--- src/rtl/swdr_pkg.sv ---
// Purpose: shared constants for the sleep watchdog and refresh block
// Assumes: 32-bit AXI4-Lite register access, word aligned
// Notes:   register offsets are byte addresses
package swdr_pkg;
	// ****************************************
	// bus
	// ****************************************
	localparam int         AXI_AW        = 8;
	localparam int         AXI_DW        = 32;
	localparam logic [1:0] RESP_OKAY     = 2'h0;
	localparam logic [1:0] RESP_SLVERR   = 2'h2;
	// ****************************************
	// register map
	// ****************************************
	localparam logic [7:0] REG_CTRL      = 8'h00;
	localparam logic [7:0] REG_SLEEP_CFG = 8'h04;
	localparam logic [7:0] REG_WD_CLEAR  = 8'h08;
	localparam logic [7:0] REG_STATUS    = 8'h0C;
	localparam logic [7:0] REG_ST_COUNT  = 8'h10;
	// ****************************************
	// fields and reset values
	// ****************************************
	localparam int         CFG_OSC_OFF   = 0;
	localparam int         CFG_ALT_LSB   = 2;
	localparam int         CFG_DUTY_LSB  = 6;
	localparam logic [1:0] DUTY_RESET    = 2'h0;
	localparam logic [1:0] ALT_RESET     = 2'h0;
	localparam logic       OSC_OFF_RESET = 1'b0;
	localparam logic [1:0] SYNC_RESET    = 2'h2;
	// ****************************************
	// counts
	// ****************************************
	localparam int          ST_W         = 10;
	localparam int          RF_W         = 15;
	localparam logic [10:0] ST_COUNTS_00 = 11'h100;
	localparam logic [10:0] ST_COUNTS_01 = 11'h400;
	localparam logic [10:0] ST_COUNTS_10 = 11'h040;
	localparam logic [10:0] ST_COUNTS_11 = 11'h010;
	localparam logic [15:0] RF_COUNTS_01 = 16'h8000;
	localparam logic [15:0] RF_COUNTS_10 = 16'h2000;
	localparam logic [1:0]  ALT_32K      = 2'h1;
	localparam logic [1:0]  ALT_8K       = 2'h2;
	localparam logic [1:0]  WD_TERMINAL  = 2'h3;
	localparam logic [7:0]  WD_CLEAR_ALL = 8'h38;
endpackage : swdr_pkg

--- src/rtl/swdr_regs_if.sv ---
// Purpose: register access strobes between bus slave and core
// Assumes: single clock, wr_en is a one-cycle pulse
// Notes:   rd_data and errors are combinational from the core
interface swdr_regs_if;
	import swdr_pkg::*;
	logic              wr_en;
	logic [AXI_AW-1:0] wr_addr;
	logic [AXI_DW-1:0] wr_data;
	logic [3:0]        wr_strb;
	logic              wr_err;
	logic [AXI_AW-1:0] rd_addr;
	logic [AXI_DW-1:0] rd_data;
	logic              rd_err;
	modport bus  (output wr_en, wr_addr, wr_data, wr_strb, rd_addr,
	              input  wr_err, rd_data, rd_err);
	modport core (input  wr_en, wr_addr, wr_data, wr_strb, rd_addr,
	              output wr_err, rd_data, rd_err);
endinterface : swdr_regs_if

--- src/rtl/swdr_axil.sv ---
// Purpose: AXI4-Lite slave front end for the watchdog registers
// Assumes: one write and one read outstanding at most
// Notes:   address and data accepted in either order
module swdr_axil
	import swdr_pkg::*;
(
	input  wire logic              clk,
	input  wire logic              reset_n,
	input  wire logic [AXI_AW-1:0] s_axi_awaddr,
	input  wire logic              s_axi_awvalid,
	output logic                   s_axi_awready,
	input  wire logic [AXI_DW-1:0] s_axi_wdata,
	input  wire logic [3:0]        s_axi_wstrb,
	input  wire logic              s_axi_wvalid,
	output logic                   s_axi_wready,
	output logic [1:0]             s_axi_bresp,
	output logic                   s_axi_bvalid,
	input  wire logic              s_axi_bready,
	input  wire logic [AXI_AW-1:0] s_axi_araddr,
	input  wire logic              s_axi_arvalid,
	output logic                   s_axi_arready,
	output logic [AXI_DW-1:0]      s_axi_rdata,
	output logic [1:0]             s_axi_rresp,
	output logic                   s_axi_rvalid,
	input  wire logic              s_axi_rready,
	swdr_regs_if.bus               rif
);
	// ****************************************
	// write channel
	// ****************************************
	logic              aw_held_reg;
	logic              w_held_reg;
	logic [AXI_AW-1:0] aw_addr_reg;
	logic [AXI_DW-1:0] w_data_reg;
	logic [3:0]        w_strb_reg;
	wire aw_take   = s_axi_awvalid & s_axi_awready;
	wire w_take    = s_axi_wvalid & s_axi_wready;
	wire aw_have   = aw_held_reg | aw_take;
	wire w_have    = w_held_reg | w_take;
	wire do_wr     = aw_have & w_have & ~s_axi_bvalid;
	wire aw_next   = aw_have & ~do_wr;
	wire w_next    = w_have & ~do_wr;
	wire b_next    = do_wr | (s_axi_bvalid & ~s_axi_bready);
	assign rif.wr_en   = do_wr;
	assign rif.wr_addr = aw_held_reg ? aw_addr_reg : s_axi_awaddr;
	assign rif.wr_data = w_held_reg ? w_data_reg : s_axi_wdata;
	assign rif.wr_strb = w_held_reg ? w_strb_reg : s_axi_wstrb;
	always_ff @(posedge clk or negedge reset_n) begin
		if (!reset_n) begin
			aw_held_reg   <= 1'b0;
			w_held_reg    <= 1'b0;
			aw_addr_reg   <= '0;
			w_data_reg    <= '0;
			w_strb_reg    <= '0;
			s_axi_awready <= 1'b1;
			s_axi_wready  <= 1'b1;
			s_axi_bvalid  <= 1'b0;
			s_axi_bresp   <= RESP_OKAY;
		end else begin
			aw_held_reg   <= aw_next;
			w_held_reg    <= w_next;
			if (aw_take) aw_addr_reg <= s_axi_awaddr;
			if (w_take) begin
				w_data_reg <= s_axi_wdata;
				w_strb_reg <= s_axi_wstrb;
			end
			s_axi_awready <= ~aw_next & ~b_next;
			s_axi_wready  <= ~w_next & ~b_next;
			s_axi_bvalid  <= b_next;
			if (do_wr) s_axi_bresp <= rif.wr_err ? RESP_SLVERR : RESP_OKAY;
		end
	end
	// ****************************************
	// read channel
	// ****************************************
	wire ar_take = s_axi_arvalid & s_axi_arready;
	wire r_next  = ar_take | (s_axi_rvalid & ~s_axi_rready);
	assign rif.rd_addr = s_axi_araddr;
	always_ff @(posedge clk or negedge reset_n) begin
		if (!reset_n) begin
			s_axi_arready <= 1'b1;
			s_axi_rvalid  <= 1'b0;
			s_axi_rdata   <= '0;
			s_axi_rresp   <= RESP_OKAY;
		end else begin
			s_axi_arready <= ~r_next;
			s_axi_rvalid  <= r_next;
			if (ar_take) begin
				s_axi_rdata <= rif.rd_data;
				s_axi_rresp <= rif.rd_err ? RESP_SLVERR : RESP_OKAY;
			end
		end
	end
endmodule : swdr_axil

--- src/rtl/swdr_top.sv ---
// Purpose: sleep timer driven watchdog with bandgap refresh pacing
// Assumes: slow clock and external reset arrive as asynchronous pins
// Notes:   system_reset covers watchdog and external reset sources
//
// Summary of operation
// in sleep, refresh reference and comparators paced by slow clock and duty field
// duty field picks sleep period: 256, 1024, 64 or 16 slow counts
// duty field paces refresh only while alternate buzz rate is 00; code also uses the duty field at rate 11
// in sleep, bandgap and low voltage detect are off outside refresh
// when awake, bandgap output drives reference directly
// power-on or external reset disables watchdog and sets power-on flag
// clearing power-on flag enables watchdog for good; software cannot set it
// only power-on or external reset disables an enabled watchdog
// counter steps on each sleep interrupt; terminal count at three
// terminal count sampled on slow falling edge, reset held one slow cycle
// terminal count flop ignores its own reset, cleared by all others
// any write to the clear register clears the watchdog counter
// writing 38h also clears the sleep timer
// watchdog reset acts as full system reset of all registers; code leaves power-on flag and terminal count flop unchanged and sets last-reset flag
// with ram init disabled, watchdog reset keeps SRAM contents
// clearing mid-interval gives timeout between two and three intervals
// software must clear the watchdog within each interval
// watchdog stays enabled after a watchdog reset
// alternate rate: 00 duty field, 01 1/32768, 10 1/8192, 11 reserved
// slow oscillator off in sleep halts timer, watchdog and buzzing
// counter advances once per interrupt pulse by edge detection
//
// Local design decisions: the AXI4-Lite interface to the registers and the register offsets.
module swdr_top
	import swdr_pkg::*;
#(
	parameter int BUZZ_W           = 4,
	parameter int BUZZ_SLOW_CYCLES = 1
)(
	input  wire logic              clk,
	input  wire logic              reset_n,
	input  wire logic              external_reset_pin_n,
	input  wire logic              slow_clk_pin,
	input  wire logic              sleep_active,
	input  wire logic              ram_init_disable,
	input  wire logic [AXI_AW-1:0] s_axi_awaddr,
	input  wire logic              s_axi_awvalid,
	output logic                   s_axi_awready,
	input  wire logic [AXI_DW-1:0] s_axi_wdata,
	input  wire logic [3:0]        s_axi_wstrb,
	input  wire logic              s_axi_wvalid,
	output logic                   s_axi_wready,
	output logic [1:0]             s_axi_bresp,
	output logic                   s_axi_bvalid,
	input  wire logic              s_axi_bready,
	input  wire logic [AXI_AW-1:0] s_axi_araddr,
	input  wire logic              s_axi_arvalid,
	output logic                   s_axi_arready,
	output logic [AXI_DW-1:0]      s_axi_rdata,
	output logic [1:0]             s_axi_rresp,
	output logic                   s_axi_rvalid,
	input  wire logic              s_axi_rready,
	output logic                   sleep_timer_irq,
	output logic                   watchdog_reset,
	output logic                   system_reset,
	output logic                   sram_init_enable,
	output logic                   bandgap_enable,
	output logic                   low_voltage_detect,
	output logic                   vref_direct,
	output logic                   slow_osc_enable
);
	// ****************************************
	// register bus
	// ****************************************
	swdr_regs_if rif ();

	swdr_axil u_axil (
		.clk           (clk),
		.reset_n       (reset_n),
		.s_axi_awaddr  (s_axi_awaddr),
		.s_axi_awvalid (s_axi_awvalid),
		.s_axi_awready (s_axi_awready),
		.s_axi_wdata   (s_axi_wdata),
		.s_axi_wstrb   (s_axi_wstrb),
		.s_axi_wvalid  (s_axi_wvalid),
		.s_axi_wready  (s_axi_wready),
		.s_axi_bresp   (s_axi_bresp),
		.s_axi_bvalid  (s_axi_bvalid),
		.s_axi_bready  (s_axi_bready),
		.s_axi_araddr  (s_axi_araddr),
		.s_axi_arvalid (s_axi_arvalid),
		.s_axi_arready (s_axi_arready),
		.s_axi_rdata   (s_axi_rdata),
		.s_axi_rresp   (s_axi_rresp),
		.s_axi_rvalid  (s_axi_rvalid),
		.s_axi_rready  (s_axi_rready),
		.rif           (rif)
	);

	// ****************************************
	// pin synchronisers
	// ****************************************
	// bit 0 slow clock, bit 1 external reset pin (low active)
	logic [1:0] sy1_reg;
	logic [1:0] sy2_reg;
	logic [1:0] sy3_reg;
	logic [1:0] lvl_reg;
	wire  [1:0] pin_raw  = {external_reset_pin_n, slow_clk_pin};
	wire  [1:0] agree    = ~(sy2_reg ^ sy3_reg);
	wire  [1:0] lvl_next = (agree & sy3_reg) | (~agree & lvl_reg);
	wire  [1:0] lvl_rise = lvl_next & ~lvl_reg;
	wire  [1:0] lvl_fall = ~lvl_next & lvl_reg;

	always_ff @(posedge clk or negedge reset_n) begin
		if (!reset_n) begin
			sy1_reg <= SYNC_RESET;
			sy2_reg <= SYNC_RESET;
			sy3_reg <= SYNC_RESET;
			lvl_reg <= SYNC_RESET;
		end else begin
			sy1_reg <= pin_raw;
			sy2_reg <= sy1_reg;
			sy3_reg <= sy2_reg;
			lvl_reg <= lvl_next;
		end
	end

	// ****************************************
	// configuration and reset sources
	// ****************************************
	logic [1:0] duty_sel_reg;
	logic [1:0] alt_rate_reg;
	logic       osc_off_reg;
	logic       por_flag_reg;
	logic       wdog_reg;
	logic       last_wdog_reg;

	wire pin_rst  = ~lvl_reg[1];
	// watchdog and external reset both reinitialise the block
	wire sys_rst  = wdog_reg | pin_rst;
	wire osc_run  = ~(sleep_active & osc_off_reg);
	wire tick_r   = lvl_rise[0] & osc_run;
	wire slow_f   = lvl_fall[0];

	// ****************************************
	// register decode
	// ****************************************
	wire [AXI_AW-1:0] wr_word = {rif.wr_addr[AXI_AW-1:2], 2'b00};
	wire [AXI_AW-1:0] rd_word = {rif.rd_addr[AXI_AW-1:2], 2'b00};
	wire wr_ctrl  = rif.wr_en & (wr_word == REG_CTRL);
	wire wr_cfg   = rif.wr_en & (wr_word == REG_SLEEP_CFG);
	wire wr_clr   = rif.wr_en & (wr_word == REG_WD_CLEAR);
	wire wr_ro    = (wr_word == REG_STATUS) | (wr_word == REG_ST_COUNT);
	wire lane0    = rif.wr_strb[0];
	wire wd_clr   = wr_clr;
	wire st_clr   = wr_clr & lane0 & (rif.wr_data[7:0] == WD_CLEAR_ALL);
	wire por_wclr = wr_ctrl & lane0 & ~rif.wr_data[0];

	assign rif.wr_err = ~(wr_ctrl | wr_cfg | wr_clr | (rif.wr_en & wr_ro));

	// ****************************************
	// configuration registers
	// ****************************************
	always_ff @(posedge clk or negedge reset_n) begin
		if (!reset_n) begin
			duty_sel_reg <= DUTY_RESET;
			alt_rate_reg <= ALT_RESET;
			osc_off_reg  <= OSC_OFF_RESET;
		end else if (sys_rst) begin
			duty_sel_reg <= DUTY_RESET;
			alt_rate_reg <= ALT_RESET;
			osc_off_reg  <= OSC_OFF_RESET;
		end else if (wr_cfg && lane0) begin
			duty_sel_reg <= rif.wr_data[CFG_DUTY_LSB +: 2];
			alt_rate_reg <= rif.wr_data[CFG_ALT_LSB +: 2];
			osc_off_reg  <= rif.wr_data[CFG_OSC_OFF];
		end
	end

	// power-on flag: set by power-on or external reset, software clears only
	always_ff @(posedge clk or negedge reset_n) begin
		if (!reset_n) begin
			por_flag_reg <= 1'b1;
		end else if (pin_rst) begin
			por_flag_reg <= 1'b1;
		end else if (por_wclr) begin
			por_flag_reg <= 1'b0;
		end
	end

	// survives watchdog reset, so enable holds through init code
	wire wd_en = ~por_flag_reg;

	// ****************************************
	// sleep timer
	// ****************************************
	logic [ST_W-1:0] st_cnt_reg;
	logic            st_irq_reg;
	logic            st_irq_d_reg;
	wire  [10:0]     st_counts = (duty_sel_reg == 2'h0) ? ST_COUNTS_00 :
	                             (duty_sel_reg == 2'h1) ? ST_COUNTS_01 :
	                             (duty_sel_reg == 2'h2) ? ST_COUNTS_10 :
	                             ST_COUNTS_11;
	wire  [10:0]     st_last_w = st_counts - 11'h001;
	wire  [ST_W-1:0] st_last   = st_last_w[ST_W-1:0];
	wire             st_wrap   = tick_r & (st_cnt_reg >= st_last);
	wire  [ST_W-1:0] st_inc    = st_cnt_reg + 10'h001;

	always_ff @(posedge clk or negedge reset_n) begin
		if (!reset_n) begin
			st_cnt_reg <= '0;
		end else if (sys_rst || st_clr) begin
			st_cnt_reg <= '0;
		end else if (tick_r) begin
			st_cnt_reg <= st_wrap ? '0 : st_inc;
		end
	end

	// interrupt stands for one slow cycle; a new wrap wins over the clear
	always_ff @(posedge clk or negedge reset_n) begin
		if (!reset_n) begin
			st_irq_reg   <= 1'b0;
			st_irq_d_reg <= 1'b0;
		end else begin
			st_irq_reg   <= ~sys_rst & (st_wrap | (st_irq_reg & ~tick_r));
			st_irq_d_reg <= st_irq_reg;
		end
	end

	assign sleep_timer_irq = st_irq_reg;

	// ****************************************
	// watchdog counter
	// ****************************************
	logic [1:0] wd_cnt_reg;
	wire        irq_edge = st_irq_reg & ~st_irq_d_reg;
	wire        wd_step  = irq_edge & wd_en;
	wire [1:0]  wd_base  = wd_clr ? 2'h0 : wd_cnt_reg;
	wire        wd_sat   = (wd_base == WD_TERMINAL);
	wire [1:0]  wd_inc   = wd_base + 2'h1;
	wire        wd_tc    = wd_en & (wd_cnt_reg == WD_TERMINAL);

	// a clear that meets a step leaves count 1: the step is kept
	always_ff @(posedge clk or negedge reset_n) begin
		if (!reset_n) begin
			wd_cnt_reg <= '0;
		end else if (sys_rst) begin
			wd_cnt_reg <= '0;
		end else if (wd_step && !wd_sat) begin
			wd_cnt_reg <= wd_inc;
		end else begin
			wd_cnt_reg <= wd_base;
		end
	end

	// terminal count flop: own reset does not clear it
	always_ff @(posedge clk or negedge reset_n) begin
		if (!reset_n) begin
			wdog_reg <= 1'b0;
		end else if (pin_rst) begin
			wdog_reg <= 1'b0;
		end else if (slow_f) begin
			wdog_reg <= wd_tc;
		end
	end

	always_ff @(posedge clk or negedge reset_n) begin
		if (!reset_n) begin
			last_wdog_reg <= 1'b0;
		end else if (pin_rst) begin
			last_wdog_reg <= 1'b0;
		end else if (wdog_reg) begin
			last_wdog_reg <= 1'b1;
		end
	end

	// ****************************************
	// refresh pacing
	// ****************************************
	logic [RF_W-1:0]   rf_cnt_reg;
	logic [BUZZ_W-1:0] buzz_cnt_reg;
	wire               alt_own  = (alt_rate_reg == ALT_32K) |
	                              (alt_rate_reg == ALT_8K);
	wire  [15:0]       rf_cnts  = (alt_rate_reg == ALT_32K) ? RF_COUNTS_01 : RF_COUNTS_10;
	wire  [15:0]       rf_last_w = rf_cnts - 16'h0001;
	wire  [RF_W-1:0]   rf_last  = rf_last_w[RF_W-1:0];
	wire               rf_wrap  = tick_r & (rf_cnt_reg >= rf_last);
	wire  [RF_W-1:0]   rf_inc   = rf_cnt_reg + 15'h0001;
	wire               rf_hit   = alt_own ? rf_wrap : st_wrap;
	wire               buzz_on  = (buzz_cnt_reg != '0);
	wire  [BUZZ_W-1:0] buzz_ld  = BUZZ_W'(BUZZ_SLOW_CYCLES);
	wire  [BUZZ_W-1:0] buzz_dec = buzz_cnt_reg - 1'b1;

	always_ff @(posedge clk or negedge reset_n) begin
		if (!reset_n) begin
			rf_cnt_reg <= '0;
		end else if (sys_rst || !sleep_active || !alt_own) begin
			rf_cnt_reg <= '0;
		end else if (tick_r) begin
			rf_cnt_reg <= rf_wrap ? '0 : rf_inc;
		end
	end

	always_ff @(posedge clk or negedge reset_n) begin
		if (!reset_n) begin
			buzz_cnt_reg <= '0;
		end else if (sys_rst || !sleep_active) begin
			buzz_cnt_reg <= '0;
		end else if (rf_hit) begin
			buzz_cnt_reg <= buzz_ld;
		end else if (tick_r && buzz_on) begin
			buzz_cnt_reg <= buzz_dec;
		end
	end

	// ****************************************
	// outputs
	// ****************************************
	always_ff @(posedge clk or negedge reset_n) begin
		if (!reset_n) begin
			bandgap_enable     <= 1'b1;
			low_voltage_detect <= 1'b1;
			vref_direct        <= 1'b1;
			slow_osc_enable    <= 1'b1;
			system_reset       <= 1'b0;
			sram_init_enable   <= 1'b1;
		end else begin
			bandgap_enable     <= ~sleep_active | buzz_on;
			low_voltage_detect <= ~sleep_active | buzz_on;
			vref_direct        <= ~sleep_active;
			slow_osc_enable    <= osc_run;
			system_reset       <= sys_rst;
			sram_init_enable   <= ~(wdog_reg & ram_init_disable);
		end
	end

	assign watchdog_reset = wdog_reg;

	// ****************************************
	// read back
	// ****************************************
	wire rd_ctrl = (rd_word == REG_CTRL);
	wire rd_cfg  = (rd_word == REG_SLEEP_CFG);
	wire rd_clr  = (rd_word == REG_WD_CLEAR);
	wire rd_stat = (rd_word == REG_STATUS);
	wire rd_cnt  = (rd_word == REG_ST_COUNT);

	wire [AXI_DW-1:0] ctrl_word = {31'h0000_0000, por_flag_reg};
	wire [AXI_DW-1:0] cfg_word  = {24'h00_0000, duty_sel_reg, 2'b00,
	                               alt_rate_reg, 1'b0, osc_off_reg};
	wire [AXI_DW-1:0] stat_word = {25'h000_0000, buzz_on, st_irq_reg,
	                               last_wdog_reg, wd_en, wd_tc, wd_cnt_reg};
	wire [AXI_DW-1:0] cnt_word  = {22'h00_0000, st_cnt_reg};

	assign rif.rd_data = ({AXI_DW{rd_ctrl}} & ctrl_word) |
	                     ({AXI_DW{rd_cfg}}  & cfg_word)  |
	                     ({AXI_DW{rd_stat}} & stat_word) |
	                     ({AXI_DW{rd_cnt}}  & cnt_word);
	assign rif.rd_err  = ~(rd_ctrl | rd_cfg | rd_clr | rd_stat | rd_cnt);
endmodule : swdr_top

--- config.mk ---
export PLATFORM = sky130hd
export DESIGN_NAME = swdr_top
export DESIGN_NICKNAME = d
export VERILOG_FILES = /design/src/rtl/swdr_pkg.sv /design/src/rtl/swdr_regs_if.sv /design/src/rtl/swdr_axil.sv /design/src/rtl/swdr_top.sv
export SDC_FILE = /design/constraint.sdc
export NUM_CORES = 1
export LEC_CHECK = 0
export BUFFER_PORTS_ARGS = -buffer_cell sky130_fd_sc_hd__buf_4
export CORE_ASPECT_RATIO = 2
export CORE_MARGIN = 5
export CORE_UTILIZATION = 50
export DETAILED_ROUTE_END_ITERATION = 12
export PLACE_DENSITY = 0.72
export SLEW_MARGIN = 25
export SYNTH_ARGS = -nofsm -noshare
export SYNTH_HDL_FRONTEND = slang
export SYNTH_HIERARCHICAL = 1
export SYNTH_SLANG_ARGS = --single-unit
--- constraint.sdc ---
create_clock -name clk -period 3.2 [get_ports clk]
set_clock_uncertainty 0.2 [all_clocks]
set_input_delay 0.32 -clock clk [delete_from_list [all_inputs] [get_ports clk]]
set_output_delay 0.32 -clock clk [all_outputs]
set_load 0.02 [all_outputs]
# Word level (Yosys, flattened, before mapping)

Index checks and enable logic that the tools add are counted.

Bits of input ports: 63
Flip-flop bits (word level): 114
Word-level logic and storage cells: 190
Output and inout port bits: 49

Mux-type cells: 34
$add $sub $neg: 6
$lt $le $gt $ge: 2
Bitwise logic cells: 79
Reduce and logical (&&, ||, !) cells: 17
Eq/ne operators: 18

Operators with widths:

| cell                                                | number |
|---|---|
| OR 32 bit                                           | 3 |
| two-way mux 15 bit                                  | 3 |
| two-way mux 10 bit                                  | 4 |
| AND 32 x 1 -> 32 bit                                | 1 |
| AND 32 x 10 -> 32 bit                               | 1 |
| AND 32 x 7 -> 32 bit                                | 1 |
| AND 32 x 8 -> 32 bit                                | 1 |
| AND 1 bit                                           | 31 |
| equality test 6 x 2 -> 1 bit, second input constant | 4 |
| NOT 1 bit                                           | 19 |
| two-way mux 2 bit                                   | 9 |
| zero test 8 bit                                     | 2 |
| two-way mux 8 bit                                   | 2 |
| OR 1 bit                                            | 16 |
| adder 15 x 1 -> 15 bit, second input constant       | 1 |
| greater-or-equal comparator 15 bit                  | 1 |
| subtractor 15 x 1 -> 15 bit, second input constant  | 1 |
| two-way mux 14 bit                                  | 1 |
| two-way mux 7 bit                                   | 2 |
| equality test 6 x 1 -> 1 bit, second input constant | 2 |
| equality test 6 x 3 -> 1 bit, second input constant | 2 |
| two-way mux 4 bit                                   | 3 |
| adder 10 x 1 -> 10 bit, second input constant       | 1 |
| greater-or-equal comparator 10 bit                  | 1 |
| other kinds (19)                                    | 44 |

# Logic depth before layout (Yosys ltp)

Gate-level depths: netlist of the first run.

Word-level depth: 11
Mapped depth: 10
Mapped depth without buffers: 9

# Hierarchy

The synthesis of the first run kept the hierarchy.

Modules (own cells, without submodules):

| module    | sequential area each (um^2) | instances | area each (um^2) | cells each |
|---|---|---|---|---|
| swdr_axil | 2130.8                      | 1         | 3885.0           | 246 |
| swdr_top  | 1362.6                      | 1         | 3146.8           | 317 |

# Worst setup path before layout of the first run

No wires, ideal clock.

Path type: register -> register
Start: register u_axil.s_axi_wready
End: register wd_cnt_reg[1]
Cell stages (with the launch flop): 10
Path buffers: 0
Slack: 368 ps
Period minus slack after synthesis: 2832 ps
Library setup time: 121 ps
Arrival: 2511 ps
Cell sequence: dfstp_2 -> a21oi_2 -> nor3_4 -> nor4b_4 -> nor4bb_1 -> nor2b_1 -> ha_1 -> nor4b_1 -> mux2i_1 -> nor2_1

Cells in the longest elaborated chain, start to end: 11

RTL lines:

| element                    | RTL line          | text |
|---|---|---|
| from (decl)                | swdr_axil.sv:15   | `output logic s_axi_wready,` |
| from (signal assigned)     | swdr_axil.sv:68   | `s_axi_wready <= ~w_next & ~b_next;` |
| AND 1 bit (*)              | swdr_axil.sv:37   | `wire w_take = s_axi_wvalid & s_axi_wready;` |
| OR 1 bit (*)               | swdr_axil.sv:39   | `wire w_have = w_held_reg \| w_take;` |
| AND 1 bit (*) (2 in a row) | swdr_axil.sv:40   | `wire do_wr = aw_have & w_have & ~s_axi_bvalid;` |
| named net rif.wr_en        | swdr_regs_if.sv:6 | `logic wr_en;` |
| AND 1 bit (*)              | swdr_top.sv:147   | `wire wr_clr = rif.wr_en & (wr_word == REG_WD_CLEAR);` |
| two-way mux 2 bit (*)      | swdr_top.sv:233   | `wire [1:0] wd_base = wd_clr ? 2'h0 : wd_cnt_reg;` |
| equality test 2 bit        | swdr_top.sv:234   | `wire wd_sat = (wd_base == WD_TERMINAL);` |
| zero test 1 bit            | swdr_top.sv:244   | `end else if (wd_step && !wd_sat) begin` |
| logical AND 1 bit          | swdr_top.sv:244   |  |
| two-way mux 2 bit (*)      | swdr_top.sv:244   |  |
| two-way mux 2 bit (*)      | swdr_top.sv:242   | `end else if (sys_rst) begin` |
| to (signal assigned)       | swdr_top.sv:245   | `wd_cnt_reg <= wd_inc;` |
| to (signal assigned)       | swdr_top.sv:247   | `wd_cnt_reg <= wd_base;` |
| to (decl)                  | swdr_top.sv:230   | `logic [1:0] wd_cnt_reg;` |

The timed path passes the listed nets; every way through them passes the cells marked *.
A chain may end at the register's enable or synchronous reset.

# Final worst setup path of the first run

Start: register u_axil.aw_held_reg
End: register wd_cnt_reg[1]

RTL lines:

| element                          | RTL line          | text |
|---|---|---|
| from (decl)                      | swdr_axil.sv:31   | `logic aw_held_reg;` |
| from (signal assigned)           | swdr_axil.sv:60   | `aw_held_reg <= aw_next;` |
| two-way mux 8 bit (*)            | swdr_axil.sv:45   | `assign rif.wr_addr = aw_held_reg ? aw_addr_reg : s_axi_awaddr;` |
| named net rif.wr_addr[5]         | swdr_regs_if.sv:7 | `logic [AXI_AW-1:0] wr_addr;` |
| equality test 6 x 2 -> 1 bit (*) | swdr_top.sv:147   |  |
| AND 1 bit (*)                    | swdr_top.sv:147   |  |
| two-way mux 2 bit (*)            | swdr_top.sv:233   |  |
| equality test 2 bit              | swdr_top.sv:234   |  |
| zero test 1 bit                  | swdr_top.sv:244   |  |
| logical AND 1 bit                | swdr_top.sv:244   |  |
| two-way mux 2 bit (*)            | swdr_top.sv:244   |  |
| two-way mux 2 bit (*)            | swdr_top.sv:242   |  |

Marked as above.

==> impl_metrics.toml, run 1 <==
[timing]
worst_pin_slew_ps = 752
final.period_utilization_pct = 93.5
period_minus_slack_ps = 2990
fmax_mhz = 334
rsz0062_at_grt = "no"
finalHoldViolCount = 0
holdWs_ps = 11.3
setup-violations-final = 0
slew_headroom_pct = 49.7
fin_setup_tns_ps = 0
maxSlewViolCount = 0

[drt]
routed_wl_um = 12300
drc = 0
dr.pass1.iters = 4
detail_route.wl_per_cell_um = 17.4
vias_per_cell = 5.52
drt_iter0_markers = 215
via_count = 3922
postRouteAntennaNets = 0

[synth]
syn_area_um2 = 5540
yosysWarnings = 6
avgSynthCellArea_um2 = 11.7
synthCells = 472

[worst_setup_path]
worstSetupPathType = "reg -> reg"
cp.required_ps = 3230
cp-start-kind = "flip-flop"
crit_slowest_cell = "dfrtp_1"
crit_fanout = 7
arrival_ps = 3030
cp-end-kind = "flip-flop"
path_cells = "mux2_2 > nor4b_4 > nor4bb_2 > nor2b_1 > ha_1 > nor4b_1 > buf_4 > mux2i_1 > nor2_1"
critPathMaxStageDelay_ps = 520

[global_route]
antenna_found_initial = 0
grt_max_degree = 74
grt_pass1_vias = 4260
grt_overflow = 0
grt_pass1_wl_um = 20200
grt_usage_pct = 18.7

[cts]
numCtsBuffers = 9
clk_pin_slew_ps = 70
post_cts_buffers = 0
cts-root-buf = "clkbuf_16"
h-tree-depth = 3
clock_latency_ps = 350
cts.sinks = 110
cts_tree = "done"
clk_path_buf_depth = 2

[final_layout]
nets = 643
diodes = 0
final_common_cell = "dfrtp_1"
area_growth_pct = 19.4
largest_reg_flops = 32
multiInputGateArea_um2 = 2640
fill_cells = 873
drive_above_1_share_pct = 34.7
final_cell_mix = "dfrtp_1, buf_4, mux2_2, nor2_1, nand2_1"
regArea_um2 = 2770

[pwr]
leakagePower_nw = 3.07
peakVddDrop_mv = 0.409
power.density_nw_per_um2 = 573

[floorplan]
core-area_um2 = 10900
die_x_um = 84.5
initial_utilization_pct = 51.0
dieArea_um2 = 13400
die_h_um = 159
pin_count = 112
row_count = 54

[outcome]
status = "finished clean"

[placed_design]
io_buffers = 78
place_congestion = 0.846
dp_hpwl_um = 9230

[job]
drv_cap = 0

[hold_path]
hold_class = "in -> reg"
-- stage by stage --
step / util (%) / std cells / setup slack [ps] / cell area, um2 / power, W
final: 60.8 / 711 / 208 / 6620 / 0.00379
after global routing: 60.8 / 711 / 35.3 / 6620 / 0.00398
after CTS: 60.8 / 711 / 106 / 6610 / 0.00382
after detailed placement: 57.5 / 689 / 112 / 6260 / 0.00273
after global placement: 57.5 / 689 / 259 / 6260 / 0.00268
after floorplan: - / 494 / 368 / 5630 / 0.00243
-- power by group --
group | leakage (nW) | switching [W] | internal [W]
combinational | 1.54 | 0.000456 | 0.000493
clock | 0.144 | 0.000511 | 0.000578
sequential | 1.38 | 0.000143 | 0.00161
total | 3.07 | 0.00111 | 0.00268
-- repair_timing --
action | CTS | global route
setup endpoints to repair | 0 | 1
hold buffers | 6 | 0
resized for setup | 0 | 1
hold endpoints to repair | 32 | 0
-- cell type report --
cell class	count	share of cell area (%)
flip-flops and latches	110	41.8
multi-input cells	343	39.8
repair buffers	89	10.5
clock buffers	11	3.82
well taps	140	2.65
inverters	13	0.738
clock inverters	5	0.624
-- worst paths after layout --
kind,from,end,slack [ps],cells past startpoint
max reg2reg,u_axil/aw_held_reg,wd_cnt_reg[1],210,9
min in group asynchronous,reset_n,u_axil/w_data_reg[7],290,2
max in group asynchronous,reset_n,u_axil/s_axi_arready,1730,3
min,s_axi_awaddr[6],u_axil/aw_addr_reg[6],10,2
max,u_axil/aw_held_reg,wd_cnt_reg[1],210,9
min reg2reg,sy1_reg[0],sy2_reg[0],160,0
-- worst max-delay path: cells and delay by family, from the launching register on --
family / cells / cell delay [ps]
simple gates: 5 / 1180
buf+inv: 1 / 180
flops: 1 / 520
mux: 2 / 570
fa+ha+maj: 1 / 230
-- metal layers --
layer / track usage, % / part of all wire, % / wire, um / up-vias
met3: 3.16 / 3.3 / 409 / 30
met2: 35.7 / 58 / 7170 / 95
met4: 8.07 / 2.9 / 354 / 0
met5: 0 / 0 / 0 / -
li1: - / - / - / 1850
met1: 19.6 / 36 / 4400 / 1947
Note: power is estimated with default switching activity, not from simulation.
==> run 2: changes to the inputs <==
- CORE_MARGIN: 5 -> unset
==> run 2 against run 1 <==
Sequential share of layout area is 0.28 points lower. Hold slack better by 0.82 ps. Critical path depth stayed put. Die area is 14% lower. Cell count is 0.70% higher. Sequential power hardly changed. Critical endpoint unchanged.
==> impl_metrics.toml, run 2 (synthesis results as in run 1) <==
[final_layout]
multiInputGateArea_um2 = 2640
final_common_cell = "dfrtp_1"
diodes = 0
drive_above_1_share_pct = 34.5
fill_cells = 862
nets = 648
final_cell_mix = "dfrtp_1, buf_4, mux2_2, nor2_1, nand2_1"
largest_reg_flops = 32
area_growth_pct = 20.2
regArea_um2 = 2770

[timing]
holdWs_ps = 12.1
rsz0062_at_grt = "no"
slew_headroom_pct = 48.8
worst_pin_slew_ps = 765
period_minus_slack_ps = 2960
finalHoldViolCount = 0
fmax_mhz = 338
final.period_utilization_pct = 92.5
setup-violations-final = 0
maxSlewViolCount = 0
fin_setup_tns_ps = 0

[worst_setup_path]
cp-end-kind = "flip-flop"
path_buf_inv = 1
path_delay_family = "simple AND/OR/NAND/NOR gates"
crit_cells = 9
arrival_ps = 2990
cp-start-kind = "flip-flop"
cp.required_ps = 3230
worstSetupPathType = "reg -> reg"
path_cells = "mux2_2 > nor4b_4 > nor4bb_2 > nor2b_1 > ha_1 > nor4b_1 > buf_4 > mux2i_1 > nor2_1"
critPathMaxStageDelay_ps = 510
crit_fanout = 7
crit_slowest_cell = "dfrtp_1"
rr_worst_depth = 9

[global_route]
grt_usage_pct = 21.6
antenna_found_initial = 0
grt_max_degree = 111
grt_pass1_vias = 4059
grt_overflow = 0
grt_pass1_wl_um = 19300

[cts]
clk_pin_slew_ps = 80
clk_path_buf_depth = 2
cts_tree = "done"
cts.sinks = 110
clock_latency_ps = 350
cts-root-buf = "clkbuf_16"
numCtsBuffers = 9
h-tree-depth = 3
post_cts_buffers = 0

[floorplan]
die_h_um = 151
initial_utilization_pct = 51.0
dieArea_um2 = 11500
pin_count = 112
row_count = 54
die_x_um = 76.5
core-area_um2 = 10900

[hold_path]
hold_class = "in -> reg"
worstHoldPathCells = 2

[pwr]
peakVddDrop_mv = 0.408
power.density_nw_per_um2 = 567
finalPower_w = 0.00378
leakagePower_nw = 3.09

[drt]
routed_wl_um = 11800
vias_per_cell = 5.51
postRouteAntennaNets = 0
drc = 0
detail_route.wl_per_cell_um = 16.4
dr.pass1.iters = 4
via_count = 3944
drt_iter0_markers = 185

[placed_design]
io_buffers = 78
dp_hpwl_um = 8510
place_congestion = 0.866

[job]
drv_cap = 0

[outcome]
status = "finished clean"
run 2: metal layers:
metal,vias to the layer above,wire length [um],GRT usage (%)
met3,40,361,3.37
li1,1860,-,-
met1,1943,4340,22.9
met5,-,0,0
met2,101,6560,39.7
met4,0,505,13.3
run 2: final timing paths:
check / end / start / slack [ps]
min in group asynchronous: sy1_reg[0] / reset_n / 360
max reg2reg: wd_cnt_reg[1] / u_axil/aw_held_reg / 240
max in group asynchronous: rf_cnt_reg[4] / reset_n / 1940
min reg2reg: sy2_reg[0] / sy1_reg[0] / 160
min: u_axil/w_data_reg[2] / s_axi_wdata[2] / 10
max: wd_cnt_reg[1] / u_axil/aw_held_reg / 240
run 2: layout make-up:
cell class              count  share of cell area [%]
multi-input cells         343                    39.6
clock inverters             7                   0.995
well taps                 140                    2.63
flip-flops and latches    110                    41.5
repair buffers             94                    11.2
clock buffers               9                    3.38
inverters                  13                   0.733
run 2: where the power goes:
| part | switching (W) | internal, W | total [W] |
|---|---|---|---|
| logic | 0.000452 | 0.000497 | 0.000948 |
| registers | 0.000136 | 0.00161 | 0.00175 |
| clock network | 0.000536 | 0.000546 | 0.00108 |
run 2: repair_timing:
| action | in CTS | in global routing |
|---|---|---|
| hold buffers | 8 | 2 |
| setup endpoints to repair | 0 | 1 |
| resized for setup | 0 | 1 |
| hold endpoints to repair | 106 | 2 |
run 2: stage by stage:
step                std cells  area [um2]  setup slack (ps)  util, %
floorplan                 494        5630               368        -
global placement          690        6260               256     57.6
detailed placement        690        6260               122     57.6
CTS                       714        6640              89.2     61.0
global route              716        6660              31.1     61.2
finish                    716        6660               240     61.2
